**config.mk**
```make
export PLATFORM = sky130hd
export DESIGN_NAME = aco_alu_core
export DESIGN_NICKNAME = d
export VERILOG_FILES = /design/src/core/aco_pkg.sv /design/src/core/aco_add8.sv /design/src/core/aco_alu_core.sv
export SDC_FILE = /design/constraint.sdc
export NUM_CORES = 1
export LEC_CHECK = 0
export BUFFER_PORTS_ARGS = -buffer_cell sky130_fd_sc_hd__buf_2
export CAP_MARGIN = 20
export CORE_UTILIZATION = 53
export DETAILED_ROUTE_END_ITERATION = 12
export GPL_TIMING_DRIVEN = 0
export PLACE_DENSITY = 0.79
export SLEW_MARGIN = 20
export SYNTH_ARGS = -nofsm -noshare
export SYNTH_HDL_FRONTEND = slang
export SYNTH_SLANG_ARGS = --single-unit
```
**constraint.sdc**
```tcl
create_clock -name mclk -period 4.5 [get_ports mclk]
set_clock_uncertainty 0.05 [all_clocks]
set_input_delay 0.225 -clock mclk [delete_from_list [all_inputs] [get_ports mclk]]
set_output_delay 0.225 -clock mclk [all_outputs]
set_load 0.005 [all_outputs]
```
**src/core/aco_pkg.sv**
```systemverilog
// constants, encodings and types for the add/and execution datapath
// assumes a single instruction clock and a data memory owned by another block
//
// Notes on behaviour
// RL1: add-with-carry sums wreg, operand, carry; five flags
// RL2: destination bit zero writes wreg only
// RL3: destination bit one writes the file byte
// RL4: bank bit zero resolves within access bank
// RL5: bank bit one uses bank select register
// RL6: literal and writes wreg and literal into wreg
// RL7: literal and updates negative and zero only
// RL8: file and ands operand; negative, zero only
// RL9: assembler default destination for file and is one
// RL10: assembler default bank bit for file and is one
// RL11: one word, four phases: decode, read, process, write
// RL12: plain add has no carry in; five flags
package aco_pkg;
    // ------------------------------------------------------------
    // widths
    // ------------------------------------------------------------
    localparam int BANK_W = 4;                 // bank select register width
    localparam int ADDR_W = BANK_W + 8;        // bank plus 8-bit file field
    // ------------------------------------------------------------
    // opcode fields
    // ------------------------------------------------------------
    localparam logic [5:0] OPC_ADD_CARRY = 6'h08; // 0010 00da
    localparam logic [5:0] OPC_ADD_FILE = 6'h09;  // 0010 01da
    localparam logic [5:0] OPC_AND_FILE = 6'h05;  // 0001 01da
    localparam logic [7:0] OPC_AND_LIT = 8'h0b;   // 0000 1011
    localparam int DEST_BIT = 9;               // position of destination bit
    localparam int BANK_BIT = 8;               // position of bank bit
    // ------------------------------------------------------------
    // access bank split: low half in bank zero, high half in top bank
    // ------------------------------------------------------------
    localparam logic [7:0] ACCESS_SPLIT = 8'h80;
    localparam logic [BANK_W-1:0] ACCESS_LO_BANK = 4'h0;
    localparam logic [BANK_W-1:0] ACCESS_HI_BANK = 4'hf;
    // ------------------------------------------------------------
    // status bit positions and reset values
    // ------------------------------------------------------------
    localparam int ST_C = 0;                   // carry
    localparam int ST_DCY = 1;                 // digit carry
    localparam int ST_Z = 2;                   // zero
    localparam int ST_OVF = 3;                 // overflow
    localparam int ST_N = 4;                   // negative
    localparam logic [7:0] STATUS_RST = 8'h00;
    localparam logic [7:0] WREG_RST = 8'h00;
    // ------------------------------------------------------------
    // types
    // ------------------------------------------------------------
    typedef enum logic [3:0] {
        PH_Q1 = 4'h1,                          // decode
        PH_Q2 = 4'h2,                          // operand read
        PH_Q3 = 4'h4,                          // process
        PH_Q4 = 4'h8                           // write
    } aco_phase_t;
    typedef enum logic [1:0] {
        OP_ADDC = 2'h0,                        // add_wreg_file_with_carry
        OP_ADD = 2'h1,                         // add_wreg_to_file
        OP_ANDF = 2'h2,                        // and_wreg_with_file
        OP_ANDL = 2'h3                         // and_literal_into_wreg
    } aco_op_t;
endpackage : aco_pkg
```
**src/core/aco_add8.sv**
```systemverilog
// 8-bit adder with carry in, carry, digit carry and signed overflow
// assumes purely combinational use inside the process phase
`timescale 1ns/1ns
module aco_add8 (
    input wire logic [7:0] a,
    input wire logic [7:0] b,
    input wire logic cin,
    output logic [7:0] sum,
    output logic cout,
    output logic half_cout,
    output logic ovf
);
    // ------------------------------------------------------------
    // sums
    // ------------------------------------------------------------
    wire [4:0] low_sum;                        // low nibble with carry out
    wire [8:0] full_sum;                       // full byte with carry out
    assign low_sum = {1'b0, a[3:0]} + {1'b0, b[3:0]} + {4'h0, cin};
    assign full_sum = {1'b0, a} + {1'b0, b} + {8'h00, cin};
    assign sum = full_sum[7:0];
    assign cout = full_sum[8];
    assign half_cout = low_sum[4];
    // overflow: like signs in, other sign out
    assign ovf = (a[7] == b[7]) && (full_sum[7] != a[7]);
endmodule : aco_add8

```
**src/core/aco_alu_core.sv**
```systemverilog
// four-phase execution of add with carry, add, and-literal and and-file
// assumes data memory answers a read within the same cycle as its strobe
// and that the bank select register is held by another block
`timescale 1ns/1ns
module aco_alu_core (
    input wire logic mclk,
    input wire logic rst,
    input wire logic [15:0] instr,
    input wire logic instr_valid,
    input wire logic [aco_pkg::BANK_W-1:0] bank_select_register,
    input wire logic [7:0] mem_rd_data,
    output logic instr_ready,
    output logic instr_unknown,
    output logic instr_done,
    output logic mem_rd_en,
    output logic mem_wr_en,
    output logic [aco_pkg::ADDR_W-1:0] mem_addr,
    output logic [7:0] mem_wr_data,
    output logic [7:0] wreg,
    output logic [7:0] status
);
    import aco_pkg::*;

    // ------------------------------------------------------------
    // state
    // ------------------------------------------------------------
    aco_phase_t phase_r;                       // current phase, one-hot
    aco_phase_t phase_nxt;
    aco_op_t op_r;                             // operation held from decode
    logic dest_file_r;                         // write result to the file byte
    logic [ADDR_W-1:0] addr_r;                 // resolved operand address
    logic [7:0] opnd_r;                        // literal or file operand
    logic [7:0] result_r;                      // processed result
    logic [7:0] stat_pend_r;                   // flags waiting for the write phase
    logic [7:0] wreg_r;                        // working register
    logic [7:0] status_r;                      // status flags

    // ------------------------------------------------------------
    // decode
    // ------------------------------------------------------------
    wire is_add_carry = (instr[15:10] == OPC_ADD_CARRY);  // [RL1]
    wire is_add_file = (instr[15:10] == OPC_ADD_FILE);    // [RL12]
    wire is_and_file = (instr[15:10] == OPC_AND_FILE);    // [RL8]
    wire is_and_lit = (instr[15:8] == OPC_AND_LIT);       // [RL6]
    wire is_known = is_add_carry | is_add_file | is_and_file | is_and_lit;
    wire take = (phase_r == PH_Q1) && instr_valid && is_known;
    wire [7:0] file_field = instr[7:0];
    wire use_bank_reg = instr[BANK_BIT];
    // literal form never touches memory, so its destination is forced to wreg
    wire dest_nxt = instr[DEST_BIT] & ~is_and_lit;
    aco_op_t op_dec;
    assign op_dec = is_add_carry ? OP_ADDC :
                    is_add_file ? OP_ADD :
                    is_and_file ? OP_ANDF : OP_ANDL;

    // ------------------------------------------------------------
    // address resolution
    // ------------------------------------------------------------
    // access bank maps the low half to bank zero and the high half to the top bank
    wire [BANK_W-1:0] access_bank = (file_field >= ACCESS_SPLIT) ? ACCESS_HI_BANK :
                                    ACCESS_LO_BANK;     // [RL4]
    wire [BANK_W-1:0] bank_nxt = use_bank_reg ? bank_select_register : access_bank; // [RL5]
    wire [ADDR_W-1:0] addr_nxt = {bank_nxt, file_field};

    // ------------------------------------------------------------
    // arithmetic and logic
    // ------------------------------------------------------------
    wire is_file_op = (op_r != OP_ANDL);
    wire is_add_op = (op_r == OP_ADDC) || (op_r == OP_ADD);
    // only the carry form feeds the carry flag back in
    wire carry_in = (op_r == OP_ADDC) & status_r[ST_C];          // [RL1] [RL12]
    logic [7:0] add_sum;
    logic add_c;
    logic add_hc;
    logic add_ovf;
    aco_add8 u_add (
        .a(wreg_r),
        .b(opnd_r),
        .cin(carry_in),
        .sum(add_sum),
        .cout(add_c),
        .half_cout(add_hc),
        .ovf(add_ovf)
    );
    wire [7:0] and_res = wreg_r & opnd_r;                        // [RL6] [RL8]
    wire [7:0] res_nxt = is_add_op ? add_sum : and_res;
    // and forms leave carry, digit carry and overflow as they were
    logic [7:0] stat_nxt;
    always_comb begin
        stat_nxt = status_r;
        stat_nxt[ST_N] = res_nxt[7];
        stat_nxt[ST_Z] = (res_nxt == 8'h00);
        if (is_add_op) begin                                     // [RL1] [RL12]
            stat_nxt[ST_C] = add_c;
            stat_nxt[ST_DCY] = add_hc;
            stat_nxt[ST_OVF] = add_ovf;
        end                                                      // [RL7] [RL8]
    end

    // ------------------------------------------------------------
    // phase sequencing
    // ------------------------------------------------------------
    // wait in decode until an accepted word arrives, then run three more phases
    always_comb begin
        case (phase_r)
            PH_Q1: phase_nxt = take ? PH_Q2 : PH_Q1;             // [RL11]
            PH_Q2: phase_nxt = PH_Q3;
            PH_Q3: phase_nxt = PH_Q4;
            PH_Q4: phase_nxt = PH_Q1;
            default: phase_nxt = PH_Q1;
        endcase
    end

    // phase register
    always_ff @(posedge mclk or posedge rst) begin
        if (rst) begin
            phase_r <= PH_Q1;
        end else begin
            phase_r <= phase_nxt;
        end
    end

    // decode captures: operation, destination, address
    always_ff @(posedge mclk or posedge rst) begin
        if (rst) begin
            op_r <= OP_ANDL;
            dest_file_r <= 1'b0;
            addr_r <= '0;
        end else if (take) begin
            op_r <= op_dec;
            dest_file_r <= dest_nxt;
            addr_r <= addr_nxt;
        end
    end

    // operand: literal at decode, file byte at the end of the read phase
    always_ff @(posedge mclk or posedge rst) begin
        if (rst) begin
            opnd_r <= 8'h00;
        end else if (take) begin
            opnd_r <= instr[7:0];
        end else if ((phase_r == PH_Q2) && is_file_op) begin
            opnd_r <= mem_rd_data;
        end
    end

    // process phase result and pending flags
    always_ff @(posedge mclk or posedge rst) begin
        if (rst) begin
            result_r <= 8'h00;
            stat_pend_r <= STATUS_RST;
        end else if (phase_r == PH_Q3) begin
            result_r <= res_nxt;
            stat_pend_r <= stat_nxt;
        end
    end

    // write phase: wreg when destination is zero, flags always
    always_ff @(posedge mclk or posedge rst) begin
        if (rst) begin
            wreg_r <= WREG_RST;
            status_r <= STATUS_RST;
        end else if (phase_r == PH_Q4) begin
            if (!dest_file_r) begin
                wreg_r <= result_r;                              // [RL2]
            end
            status_r <= stat_pend_r;
        end
    end

    // ------------------------------------------------------------
    // outputs
    // ------------------------------------------------------------
    assign instr_ready = (phase_r == PH_Q1);
    // unsupported words are refused and the core stays in decode
    assign instr_unknown = (phase_r == PH_Q1) && instr_valid && !is_known;
    assign instr_done = (phase_r == PH_Q4);
    assign mem_rd_en = (phase_r == PH_Q2) && is_file_op;
    // memory write only for destination one; wreg is left alone then
    assign mem_wr_en = (phase_r == PH_Q4) && dest_file_r;         // [RL3]
    assign mem_addr = addr_r;
    assign mem_wr_data = result_r;
    assign wreg = wreg_r;
    assign status = status_r;
endmodule : aco_alu_core

```
# After elaboration in Yosys (flattened, before gate mapping)
# Index checks and enable logic that the tools add are counted.
# totals
output_inout_bits	41
reg_bits	59
inputBits	31
wordCells	58
# classes
n_reduce_logical	12
eq_ne	12
bitwise_logic	8
mux	12
add_sub_neg	4
magnitude_cmp	1
# op_table
op	count
8-bit 2-to-1 mux	3
6-bit by 4-bit == test with 1-bit output (second input constant)	2
4-bit one-hot mux with 3 select lines	1
8-bit by 8-bit adder with 9-bit output	1
9-bit by 1-bit adder with 9-bit output	1
8-bit AND	1
8-bit by 4-bit == test with 1-bit output (second input constant)	1
8-bit greater-or-equal comparator (second input constant)	1
8-bit logical NOT	1
2-bit 2-to-1 mux	4
4-bit 2-to-1 mux	2
6-bit by 3-bit == test with 1-bit output (second input constant)	1
1-bit logical AND	6
4-bit by 4-bit adder with 5-bit output	1
5-bit by 1-bit adder with 5-bit output	1
4-bit by 1-bit == test with 1-bit output (second input constant)	1
4-bit by 2-bit == test with 1-bit output (second input constant)	1
4-bit by 3-bit == test with 1-bit output (second input constant)	1
4-bit == test (second input constant)	1
1-bit bitwise OR	3
1-bit AND	2
2-bit by 1-bit == test with 1-bit output (second input constant)	1
2-bit logical NOT	1
1-bit 2-to-1 mux	2
8 further kinds	9

# Longest topological paths before layout
# Gate-level depths: netlist (run 1).
# depth
word_depth	7
mapped_depth	11

# Cells and area by module
# Synthesis (run 1) repeated with hierarchy kept, for this count alone.
# hier_totals
cells_unflattened	248
hier_area_um2	3012.9
# modules_own_cells
module	seq_area_each_um2	cells_per_inst	area_each_um2	instances
aco_alu_core	1455.1	211	2688.8	1
aco_add8	0.0	37	324.1	1

# Worst setup path after synthesis (run 1)
# OpenSTA, ideal clock, no wires.
# synth_timing
kind	register to register
from	reg op_r[1]
to	reg stat_pend_r[2]
required_ps	4326
path_buffers	2
slack_ps	1392
arrival_ps	2934
setup_time_ps	124
stages_incl_launch_ff	12
period_less_slack_ps	3108
path_cell_list	dfstp_2 buf_2 buf_2 nor3b_1 fa_1 fa_1 a211o_1 a311o_1 a211oi_2 nor2_1 a32oi_1 o21ai_1
# synth_between
elab_chain_len	5
# synth_lines
item	line	rtl
from (decl)	aco_alu_core.sv:29	aco_op_t op_r;
from (signal assigned)	aco_alu_core.sv:130	op_r <= op_dec;
2-bit logical NOT	aco_alu_core.sv:69, aco_alu_core.sv:71	
1-bit AND	aco_alu_core.sv:71	wire carry_in = (op_r == OP_ADDC) & status_r[ST_C];
9-bit by 1-bit adder with 9-bit output	aco_add8.sv:19	assign full_sum = {1'b0, a} + {1'b0, b} + {8'h00, cin};
8-bit 2-to-1 mux *	aco_alu_core.sv:86	wire [7:0] res_nxt = is_add_op ? add_sum : and_res;
8-bit logical NOT *	aco_alu_core.sv:92	stat_nxt[ST_Z] = (res_nxt == 8'h00);
to (signal assigned)	aco_alu_core.sv:154	stat_pend_r <= stat_nxt;
to (decl)	aco_alu_core.sv:34	logic [7:0] stat_pend_r;
# Mark *: on every way between the ends. The rest lies on a longest branch, timed or not.
# A chain may end at the register's enable or synchronous reset.

# Worst setup path after layout (run 1)
# Same ends and word-level chain as after synthesis.

==> results by group, run 1 <==
Power
  • Leakage power: 1.944 nW
  • Net Sw Power: between 0.3 and 0.4 mW
  • Switching share of power: roughly 28%
  • Seq pwr share: 47.3%
  • Logic gate share of total power: 20.2%
  • Total power draw: 1.313 mW
  • Clk network pwr share: between 30% and 40%
  • Worst VDD drop: 0.2512 mV
  • Power Density: 362.9 nW/um^2
  • Total internal power: 0.9474 mW

Final layout
  • Layout area overhead: 21.11%
  • Non-filler instance count after layout: 431
  • Antenna fix cells: 0
  • Fillcell total: 420
  • Nets@finish: just under 400
  • Commonest cells after routing, fill and taps aside: buf_2, nand2_1, dfrtp_1, mux2_2
  • Share of layout cells above drive strength 1: 39.34%
  • Area occupied by multi-input gates: 1414 sq um
  • Commonest non-fill, non-tap cell in the layout: buf_2
  • Register area: 1455 sq um
  • Core Util, Final: 68.66%

Setup path
  • Worst EP required: 4.67 ns
  • CP Class: flip-flop to flip-flop
  • CP Data Arrival Time: around 3.7 ns
  • Crit-path max FO: 10
  • CP endpoint kind: flip-flop
  • Critical path startpoint category: flip-flop

Floorplanning
  • Initial core utilization: 56.70%
  • I/O Pins: 72
  • Die width: 77.09 um
  • Die Area: 5942 sq um
  • Row cnt: 26
  • Die H: 77.09 um
  • Core Area: between 5000 and 6000 sq um

Route
  • Drt total wl: 6191 um
  • Vias: 2316
  • Drc violations: 0
  • Vias/cell: 5.374
  • DR WL/cell: 14.36 um
  • Antenna Violating Nets Remaining: 0
  • Drt pass-1 iters: 4
  • Detailed Route Iter0 Violations: 124

Yosys
  • Number of synthesized flops with an enable pin: 0
  • Synth cell types: between 50 and 60
  • Yosys top cell by area: dfrtp_1
  • Synthesis Warnings: 0
  • Syn_area_per_cell: 10.94 sq um
  • Yosys top cell area share: between 40% and 50%
  • Seq/Total Area, Yosys: 48.70%
  • Cells after synthesis: 273
  • #FFs+latches synth: 58
  • Top post-synthesis cells by area: dfrtp_1, nand2_1, mux2_2
  • Mapped Area: 2988 sq um
  • Syn nets: 314
  • Top_reg_cell synth: dfrtp_1
  • Async S/R FF share, synth: 100.0%

Clock network
  • Clock Tree Buf Depth: 2
  • Clk sinks: 58
  • CTS buffer count: 9
  • # H-tree levels: 3
  • CTS tree: yes
  • Worst-path clk slew: around 0.060 ns
  • Clock Tree Root: clkbuf_8
  • Clock Latency Late Sink: 0.34 ns

Status
  • Outcome: completed

Global route
  • First-pass GRT wire length: 10740 um
  • Total track usage: between 20% and 30%
  • Pin count of the biggest net entering global routing: 59
  • Total gr overflow: 0
  • Vias in the first global route: 2321
  • Initial antenna violation count: 0

STA
  • Finish-stage setup viols: 0
  • RSZ-0062 raised after global routing: no
  • Pins Over Slew Limit: 0
  • Slew headroom: between 50% and 60%
  • Final period demand of the worst path: roughly 3.5 ns
  • Post-route setup TNS: 0 ns
  • Final Cycle Share: 77.37%
  • Fmax: 287.2 MHz
  • Worst Tran Pin Value: roughly 0.69 ns
  • Final hold violations: 0

Place
  • GP Congestion: 0.8566
  • Hpwl dp: 4575 um
  • Inst Count DP: 414
  • Port bufs: 71

Worst hold path
  • Min-Delay Path Class: input port to flip-flop

Flow run
  • Max Cap Violations: 0
## cell usage after synthesis (all sizes together), types with 2 or more instances
cell type and n:
dfstp 3, a211oi 2, nand3 2, and2 2, nor2 12, or3 2, nand2b 2, o21ai 11
nand2 66, o21a 3, mux2i 5, o211ai 2, nand4 3, ha 8, a211o 2, fa 2
a21oi 4, nor4b 3, buf 12, xnor2 2, mux2 37, a31oi 4, dfrtp 55, or2 2
inv 8, xor2 3, nor3 3
## final timing paths
path / from / endpoint / slack [ns] / depth (start not counted)
min: instr[5] / mem_addr[5] / 0.07 / 2
min reg2reg: stat_pend_r[7] / stat_pend_r[7] / 0.43 / 2
min in group asynchronous: rst / stat_pend_r[7] / 0.51 / 3
max: op_r[1] / stat_pend_r[2] / 1.02 / 11
max in group asynchronous: rst / wreg[2] / 3.44 / 3
max reg2reg: op_r[1] / stat_pend_r[2] / 1.02 / 11
## cell type report
| cell class | count | area share [%] |
|---|---|---|
| Multi-Input combinational cell | 194 | 39.07 |
| Clock buffer | 14 | 4.495 |
| Sequential cell | 58 | 40.21 |
| Tap cell | 70 | 2.420 |
| Buffer | 13 | 2.455 |
| Clock inverter | 2 | 0.3458 |
| Inverter | 8 | 0.8990 |
| Timing Repair Buffer | 72 | 10.10 |
## metrics by stage
stage / cell area, sq um / hold WS, ns / setup WS, ns
2_1_floorplan: 2988 / 0.3097 / 1.392
3_3_place_gp: 3431 / 0.4019 / 1.098
3_5_place_dp: 3433 / 0.3387 / 1.055
4_1_cts: 3618 / 0.06409 / 1.040
5_1_grt: 3618 / 0.07146 / 0.9142
6_report: 3618 / 0.07307 / 1.018
## timing repair
item	in CTS	in global routing
gates resized for setup	0	0
endpoints found under the hold margin	55	0
hold buffers	1	0
setup buffers	0	0
## flip-flops by register name (all words and copies together), names as in the netlist
name,count
dest_file_r,1
mem_addr,12
mem_wr_data,7
op_r,2
opnd_r,8
phase_r,4
stat_pend_r,8
status,8
wreg,8
## power by group through the flow
stage | sequential [mW] | combinational, mW | clock, mW
2_1_floorplan | 0.622 | 0.181 | 0
3_3_place_gp | 0.626 | 0.255 | 0
3_5_place_dp | 0.630 | 0.262 | 0
4_1_cts | 0.622 | 0.264 | 0.433
5_1_grt | 0.630 | 0.295 | 0.458
6_report | 0.621 | 0.265 | 0.427
## critical path, stage by stage (launching register included)
cell and delay [ns]:
dfstp_2 0.57, buf_2 0.22, buf_2 0.26, nor3b_1 0.11
fa_1 0.41, fa_1 0.43, a211o_1 0.36, a311o_1 0.36
a211oi_2 0.24, nor2_1 0.06, a32oi_1 0.20, o21ai_1 0.09
## logic make-up after synthesis
family                   after synthesis  share of synthesized area (%)
AO/OA/AOI/OAI                         35                          7.915
XOR/XNOR                               5                          1.466
adder cells (fa/ha/maj)               10                          4.690
AND/OR/NAND/NOR                      102                          16.50
buffers and inverters                 21                          3.978
multiplexers                          42                          16.75
flip-flops                            58                          48.70
## routing by layer
layer,global-route usage [%],share of wire (%),wire length [um]
met3,6.548,6.1,376
met2,36.88,47,2885
met5,0,0,0
met4,8.679,1.7,104
met1,30.55,46,2824
(Power assumes the default switching activity.)
==> inputs of run 2 (changes only) <==
--- a/config.mk
+++ b/config.mk
@@ -7,10 +7,10 @@
 export LEC_CHECK = 0
 export BUFFER_PORTS_ARGS = -buffer_cell sky130_fd_sc_hd__buf_2
 export CAP_MARGIN = 20
-export CORE_UTILIZATION = 53
+export CORE_UTILIZATION = 48
 export DETAILED_ROUTE_END_ITERATION = 12
 export GPL_TIMING_DRIVEN = 0
-export PLACE_DENSITY = 0.79
+export PLACE_DENSITY = 0.76
 export SLEW_MARGIN = 20
 export SYNTH_ARGS = -nofsm -noshare
 export SYNTH_HDL_FRONTEND = slang
==> constraint.sdc (replaced) <==
create_clock -name mclk -period 3.2 [get_ports mclk]
set_clock_uncertainty 0.05 [all_clocks]
set_input_delay 0.16 -clock mclk [delete_from_list [all_inputs] [get_ports mclk]]
set_output_delay 0.16 -clock mclk [all_outputs]
set_load 0.005 [all_outputs]
==> run 2 against run 1 <==
Against the previous run:
- highest routed layer unchanged
- clock power rose by 74%
- cell count increased by 2.1%
- largest power group unchanged
- flip-flop and latch count is the same
- largest cell class unchanged
- critical path depth decreased by 1
==> results by group, run 2 (synthesis results as in run 1) <==
Setup path
  • Critical path cell sequence: buf_4 -> nor3b_1 -> fa_2 -> fa_2 -> a211o_1 -> a311o_1 -> a211oi_2 -> nor2_1 -> a32oi_1 -> o21ai_1
  • Max incr delay on CP: 0.55 ns (-0.02 ns)
  • Crit-path most repeated cell: fa_2
  • Critical path startpoint category: flip-flop
  • Worst R2R Setup Slack: 0.15 ns (-0.87 ns)
  • CP Class: flip-flop to flip-flop
  • Worst R2R Start: op_r[1]
  • Reg-to-reg endpoint: stat_pend_r[2]
  • Crit-path max FO: 10 (unchanged)
  • Worst Reg2Reg Path Length in Cells: 10 (-1)
  • Slowest cell on crit path: dfstp_2
  • Worst EP required: 3.37 ns (-1.30 ns)
  • CP Data Arrival Time: 3.22 ns (-0.43 ns)
  • CP endpoint kind: flip-flop

STA
  • Worst Tran Pin Value: 0.7062 ns (+0.01985 ns)
  • Final Cycle Share: 95.43% (+18 points)
  • RSZ-0062 raised after global routing: no
  • Final hold violations: 0 (unchanged)
  • Finish-stage setup viols: 0 (unchanged)
  • WHS: 0.009021 ns (-0.06405 ns)
  • Final period demand of the worst path: 3.054 ns (-0.4280 ns)
  • Slew headroom: 52.92% (-1.3 points)
  • Fmax: 327.5 MHz (+14%)
  • Pins Over Slew Limit: 0 (unchanged)

Final layout
  • Fillcell total: 508 (+21%)
  • Commonest non-fill, non-tap cell in the layout: buf_2
  • Nets@finish: 401 (+1.0%)
  • Area occupied by multi-input gates: 1419 sq um (+0.35%)
  • Max reg flops: 12 (unchanged)
  • Non-filler instance count after layout: 440 (+2.1%)
  • Share of layout cells above drive strength 1: 40.55% (+1.2 points)
  • Register area: 1455 sq um (unchanged)
  • Layout area overhead: 24.33%
  • Commonest cells after routing, fill and taps aside: buf_2, nand2_1, dfrtp_1, mux2_2, nor2_1
  • Antenna fix cells: 0 (unchanged)

Power
  • Total internal power: 1.475 mW (+56%)
  • Leakage power: 1.990 nW (+2.4%)
  • Logic gate share of total power: 19.5% (-0.7 points)
  • Total power draw: 2.006 mW (+53%)
  • Switching share of power: 26.45% (-1.4 points)
  • Seq pwr share: 43.6% (-3.7 points)
  • Clk network pwr share: 36.9% (+4.4 points)
  • Power Density: 540.0 nW/um^2 (+49%)
  • Worst VDD drop: 0.3508 mV (+40%)
  • Net Sw Power: 0.5305 mW (+45%)

Clock network
  • Clock Latency Late Sink: 0.35 ns (about the same)
  • CTS tree: yes
  • Worst-path clk slew: 0.07 ns (about the same)
  • CTS buffer count: 9 (unchanged)
  • Clock Tree Root: clkbuf_8
  • Clk sinks: 58 (unchanged)
  • # H-tree levels: 3 (unchanged)
  • Clock Tree Buf Depth: 2 (unchanged)

Place
  • Inst Count DP: 419 (+1.2%)
  • Port bufs: 71 (unchanged)
  • GP Congestion: 0.8786 (+2.6%)
  • Hpwl dp: 4478 um (-2.1%)

Route
  • Vias/cell: 5.198 (-3.3%)
  • Drt total wl: 6289 um (+1.6%)
  • DR WL/cell: 14.29 um (-0.49%)
  • Antenna Violating Nets Remaining: 0 (unchanged)
  • Drt pass-1 iters: 4 (unchanged)
  • Detailed Route Iter0 Violations: 71 (-43%)
  • Drc violations: 0 (unchanged)
  • Vias: 2287 (-1.3%)

Floorplanning
  • Die Area: 6544 sq um (+10%)
  • Core Area: 5956 sq um (+13%)
  • Die width: 80.90 um (+4.9%)
  • Die H: 80.90 um (+4.9%)
  • Initial core utilization: 50.17% (-6.5 points)
  • Row cnt: 28 (+7.7%)
  • I/O Pins: 72 (unchanged)

Global route
  • Total track usage: 20.75% (-2.6 points)
  • Vias in the first global route: 2150 (-7.4%)
  • Initial antenna violation count: 0 (unchanged)
  • Pin count of the biggest net entering global routing: 59 (unchanged)
  • First-pass GRT wire length: 10140 um (-5.7%)
  • Total gr overflow: 0 (unchanged)

Worst hold path
  • Min-Delay Path Class: input port to flip-flop
  • Hold Path Depth: 2 (unchanged)
  • Hold Path Origin: instr[1]
  • WHS Endpoint: mem_addr[1]

Flow run
  • Max Cap Violations: 0 (unchanged)

Status
  • Outcome: completed
-- run 2: changes by cell type in the layout (fill, tap and decap cells not counted) --
cell / change
buf_2: -2
buf_4: +3
bufinv_16: +2
clkbuf_1: -3
clkbuf_8: -1
clkinv_2: +3
clkinvlp_4: -1
dlygate4sd3_1: +3
fa_1: -2
fa_2: +2
-- run 2: through the flow --
step	utilization [%]	setup TNS [ns]	worst slack [ns]	instance area (sq um)
after detailed placement	57.75	-0.4086	-0.2006	3440
final	62.37	0	0.1461	3715
after global placement	57.71	-0.3105	-0.1959	3437
after floorplan	-	0	0.09164	2988
after global routing	62.37	0	0.05944	3715
after CTS	62.16	0	0.07800	3702
-- run 2: layout make-up --
class	count	area share (%)
Buffer	12	2.324
Clock buffer	10	3.705
Clock inverter	6	2.156
Inverter	8	0.8757
Multi-Input combinational cell	194	38.19
Sequential cell	58	39.17
Tap cell	75	2.526
Timing Repair Buffer	77	11.05
-- run 2: critical path: cells and delay by family, from the launching register on --
kind,cells,cell delay [ns]
AOI/OAI and AO/OA,5,1.26
adders and majority gates,2,0.72
DFF,1,0.55
buffers and inverters,1,0.18
and+or+nand+nor,2,0.15
-- run 2: metal layers --
metal | vias up | track usage [%] | routed length [um]
met1 | 1083 | 27.34 | 2863
met4 | 0 | 8.571 | 102
met5 | - | 0 | 0
met2 | 75 | 33.03 | 2961
met3 | 10 | 4.607 | 363
li1 | 1119 | - | -
-- run 2: worst max path at each step --
stage	start	endpoint	slack (ns)	depth (start not counted)
2_1_floorplan	op_r[1]	stat_pend_r[2]	0.09	11
3_3_place_gp	op_r[1]	stat_pend_r[2]	-0.20	11
3_5_place_dp	op_r[1]	stat_pend_r[2]	-0.20	11
4_1_cts	op_r[1]	stat_pend_r[2]	0.08	10
5_1_grt	op_r[1]	stat_pend_r[2]	0.06	10
6_report	op_r[1]	stat_pend_r[2]	0.15	10
-- run 2: power groups by stage --
stage	combinational [mW]	clock [mW]	sequential (mW)
after floorplan	0.254	0	0.875
after global placement	0.359	0	0.881
after detailed placement	0.372	0	0.886
after CTS	0.385	0.752	0.873
after global routing	0.430	0.777	0.884
final	0.391	0.741	0.874
-- run 2: what timing repair did --
item | CTS | global route
gates resized for setup | 1 | 2
hold endpoints to repair | 58 | 0
hold buffers | 4 | 0
pin swaps | 0 | 1
setup buffers | 1 | 1
endpoints found under the setup margin | 3 | 1
==> inputs of run 3 (changes only) <==
--- a/config.mk
+++ b/config.mk
@@ -7,10 +7,8 @@
 export LEC_CHECK = 0
 export BUFFER_PORTS_ARGS = -buffer_cell sky130_fd_sc_hd__buf_2
 export CAP_MARGIN = 20
-export CORE_UTILIZATION = 48
+export CORE_UTILIZATION = 37
 export DETAILED_ROUTE_END_ITERATION = 12
-export GPL_TIMING_DRIVEN = 0
-export PLACE_DENSITY = 0.76
 export SLEW_MARGIN = 20
 export SYNTH_ARGS = -nofsm -noshare
 export SYNTH_HDL_FRONTEND = slang
==> run 3 against run 2 <==
Against the previous run:
- combinational power decreased by 4%
- critical path type unchanged
- core utilization decreased by 15 points
- largest power group unchanged
- critical endpoint unchanged
- final area decreased by 1.3%
- maximum frequency increased by 7.0%
- register-to-register slack improved by 0.20 ns
- count of clock-buffer cells in the layout increased by 3
==> results by group, run 3 (synthesis results as in run 1) <==
Final layout
  • Max reg flops: 12 (unchanged)
  • Nets@finish: 391 (-2.5%)
  • Share of layout cells above drive strength 1: 38.14% (-2.4 points)
  • Core Util, Final: 47.18% (-15 points)
  • Commonest non-fill, non-tap cell in the layout: buf_2
  • Layout area overhead: 22.65%
  • Commonest cells after routing, fill and taps aside: buf_2, nand2_1, dfrtp_1, mux2_2, clkbuf_8
  • Fillcell total: 763 (+50%)
  • Antenna fix cells: 0 (unchanged)

Global route
  • First-pass GRT wire length: 10760 um (+6.1%)
  • Initial antenna violation count: 0 (unchanged)
  • Pin count of the biggest net entering global routing: 39 (-34%)
  • Vias in the first global route: 2227 (+3.6%)
  • Total gr overflow: 0 (unchanged)
  • Total track usage: 16.72% (-4.0 points)

STA
  • Finish-stage setup viols: 0 (unchanged)
  • Final period demand of the worst path: 2.854 ns (-0.1996 ns)
  • Fmax: 350.4 MHz (+7.0%)
  • Slew headroom: 46.29% (-6.6 points)
  • Final hold violations: 0 (unchanged)
  • Post-route worst setup slack: 0.3458 ns (+0.1996 ns)
  • Worst Tran Pin Value: 0.8044 ns (+0.09820 ns)
  • Post-route setup TNS: 0 ns (unchanged)
  • Final Cycle Share: 89.19% (-6.2 points)
  • Pins Over Slew Limit: 0 (unchanged)
  • RSZ-0062 raised after global routing: no

Power
  • Worst VDD drop: 0.2982 mV (-15%)
  • Total power draw: 1.934 mW (-3.6%)
  • Leakage power: 1.934 nW (-2.8%)
  • Power Density: 527.6 nW/um^2 (-2.3%)

Route
  • DR WL/cell: 13.95 um (-2.4%)
  • Drt pass-1 iters: 4 (unchanged)
  • Drc violations: 0 (unchanged)
  • Drt total wl: 6363 um (+1.2%)
  • Antenna Violating Nets Remaining: 0 (unchanged)
  • Vias: 2215 (-3.1%)
  • Vias/cell: 4.857 (-6.5%)
  • Detailed Route Iter0 Violations: 72 (+1.4%)

Clock network
  • Worst-path clk slew: 0.07 ns (about the same)
  • # H-tree levels: 3 (unchanged)
  • CTS buffer count: 9 (unchanged)
  • Setup bufs post-CTS: 0 (-1)
  • CTS tree: yes
  • Clk sinks: 58 (unchanged)
  • # hold bufs at CTS: 5 (+1)
  • Clock Latency Late Sink: 0.34 ns (about the same)
  • Post-cts gate resize count: 0 (-1)
  • Clock Tree Root: clkbuf_8
  • Clock Tree Buf Depth: 2 (unchanged)

Floorplanning
  • Core Area: 7767 sq um (+30%)
  • Die width: 91.86 um (+14%)
  • Die Area: 8438 sq um (+29%)
  • Initial core utilization: 38.47% (-12 points)
  • Die H: 91.86 um (+14%)
  • I/O Pins: 72 (unchanged)
  • Row cnt: 32 (+14%)

Place
  • Dpl ws: 0.3782 ns (+0.5788 ns)
  • Port bufs: 71 (unchanged)
  • GP Congestion: 0.8064 (-8.2%)
  • Hpwl dp: 4676 um (+4.4%)

Flow run
  • Max Cap Violations: 0 (unchanged)

Setup path
  • Reg-to-reg endpoint: stat_pend_r[2]
  • CP Data Arrival Time: 3.03 ns (-0.19 ns)
  • CP Class: flip-flop to flip-flop
  • CP endpoint kind: flip-flop
  • Worst Reg2Reg Path Length in Cells: 9 (-1)
  • Worst EP required: 3.37 ns (about the same)
  • Worst R2R Setup Slack: 0.35 ns (+0.20 ns)
  • Worst R2R Start: op_r[0]
  • Critical path startpoint category: flip-flop
  • Crit-path max FO: 3 (-7)

Status
  • Outcome: completed

Worst hold path
  • Hold Path Depth: 2 (unchanged)
  • Min-Delay Path Class: input port to flip-flop
  • Hold Path Origin: instr[3]
  • WHS Endpoint: mem_addr[3]
==> run 3: report_power, final <==
part | internal, mW | switching [mW]
combinational | 0.193 | 0.182
clock | 0.418 | 0.274
sequential | 0.819 | 0.0486
total | 1.43 | 0.504
==> run 3: layer usage <==
metal | GRT usage (%) | vias up | part of all wire [%]
met1 | 21.51 | 1047 | 48
li1 | - | 1096 | -
met2 | 26.49 | 60 | 45
met5 | 0 | - | 0
met4 | 7.031 | 0 | 1.9
met3 | 4.561 | 12 | 5.1
==> run 3: stage by stage <==
stage	instances	cell area, sq um	hold slack [ns]
after floorplan	273	2988	0.2447
after global placement	436	3411	0.3098
after detailed placement	436	3411	0.3163
after CTS	456	3665	0.005837
after global routing	456	3665	0.01068
final	456	3665	0.01902
==> run 3: final cells by class <==
| cell class | count | area, sq um | share of cell area, % |
|---|---|---|---|
| flip-flops and latches | 58 | 1455 | 39.71 |
| inverters | 8 | 30.03 | 0.8194 |
| multi-input cells | 194 | 1420 | 38.75 |
| repair buffers | 79 | 427.9 | 11.68 |
| clock inverters | 2 | 35.03 | 0.9560 |
| clock buffers | 13 | 168.9 | 4.609 |
| well taps | 102 | 127.6 | 3.482 |
==> run 3: critical path, stage by stage, from the launching register on <==
cell,delay (ns)
dfstp_2,0.54
nor3b_1,0.07
fa_1,0.40
fa_1,0.42
a211o_1,0.35
a311o_1,0.35
a211oi_2,0.22
nor2_1,0.06
a32oi_1,0.19
o21ai_1,0.08
==> run 3: worst max path at each step <==
stage | from | endpoint | slack, ns
2_1_floorplan | op_r[1] | stat_pend_r[2] | 0.09
3_3_place_gp | op_r[0] | stat_pend_r[2] | 0.39
3_5_place_dp | op_r[0] | stat_pend_r[2] | 0.38
4_1_cts | op_r[0] | stat_pend_r[2] | 0.35
5_1_grt | op_r[0] | stat_pend_r[2] | 0.20
6_report | op_r[0] | stat_pend_r[2] | 0.35
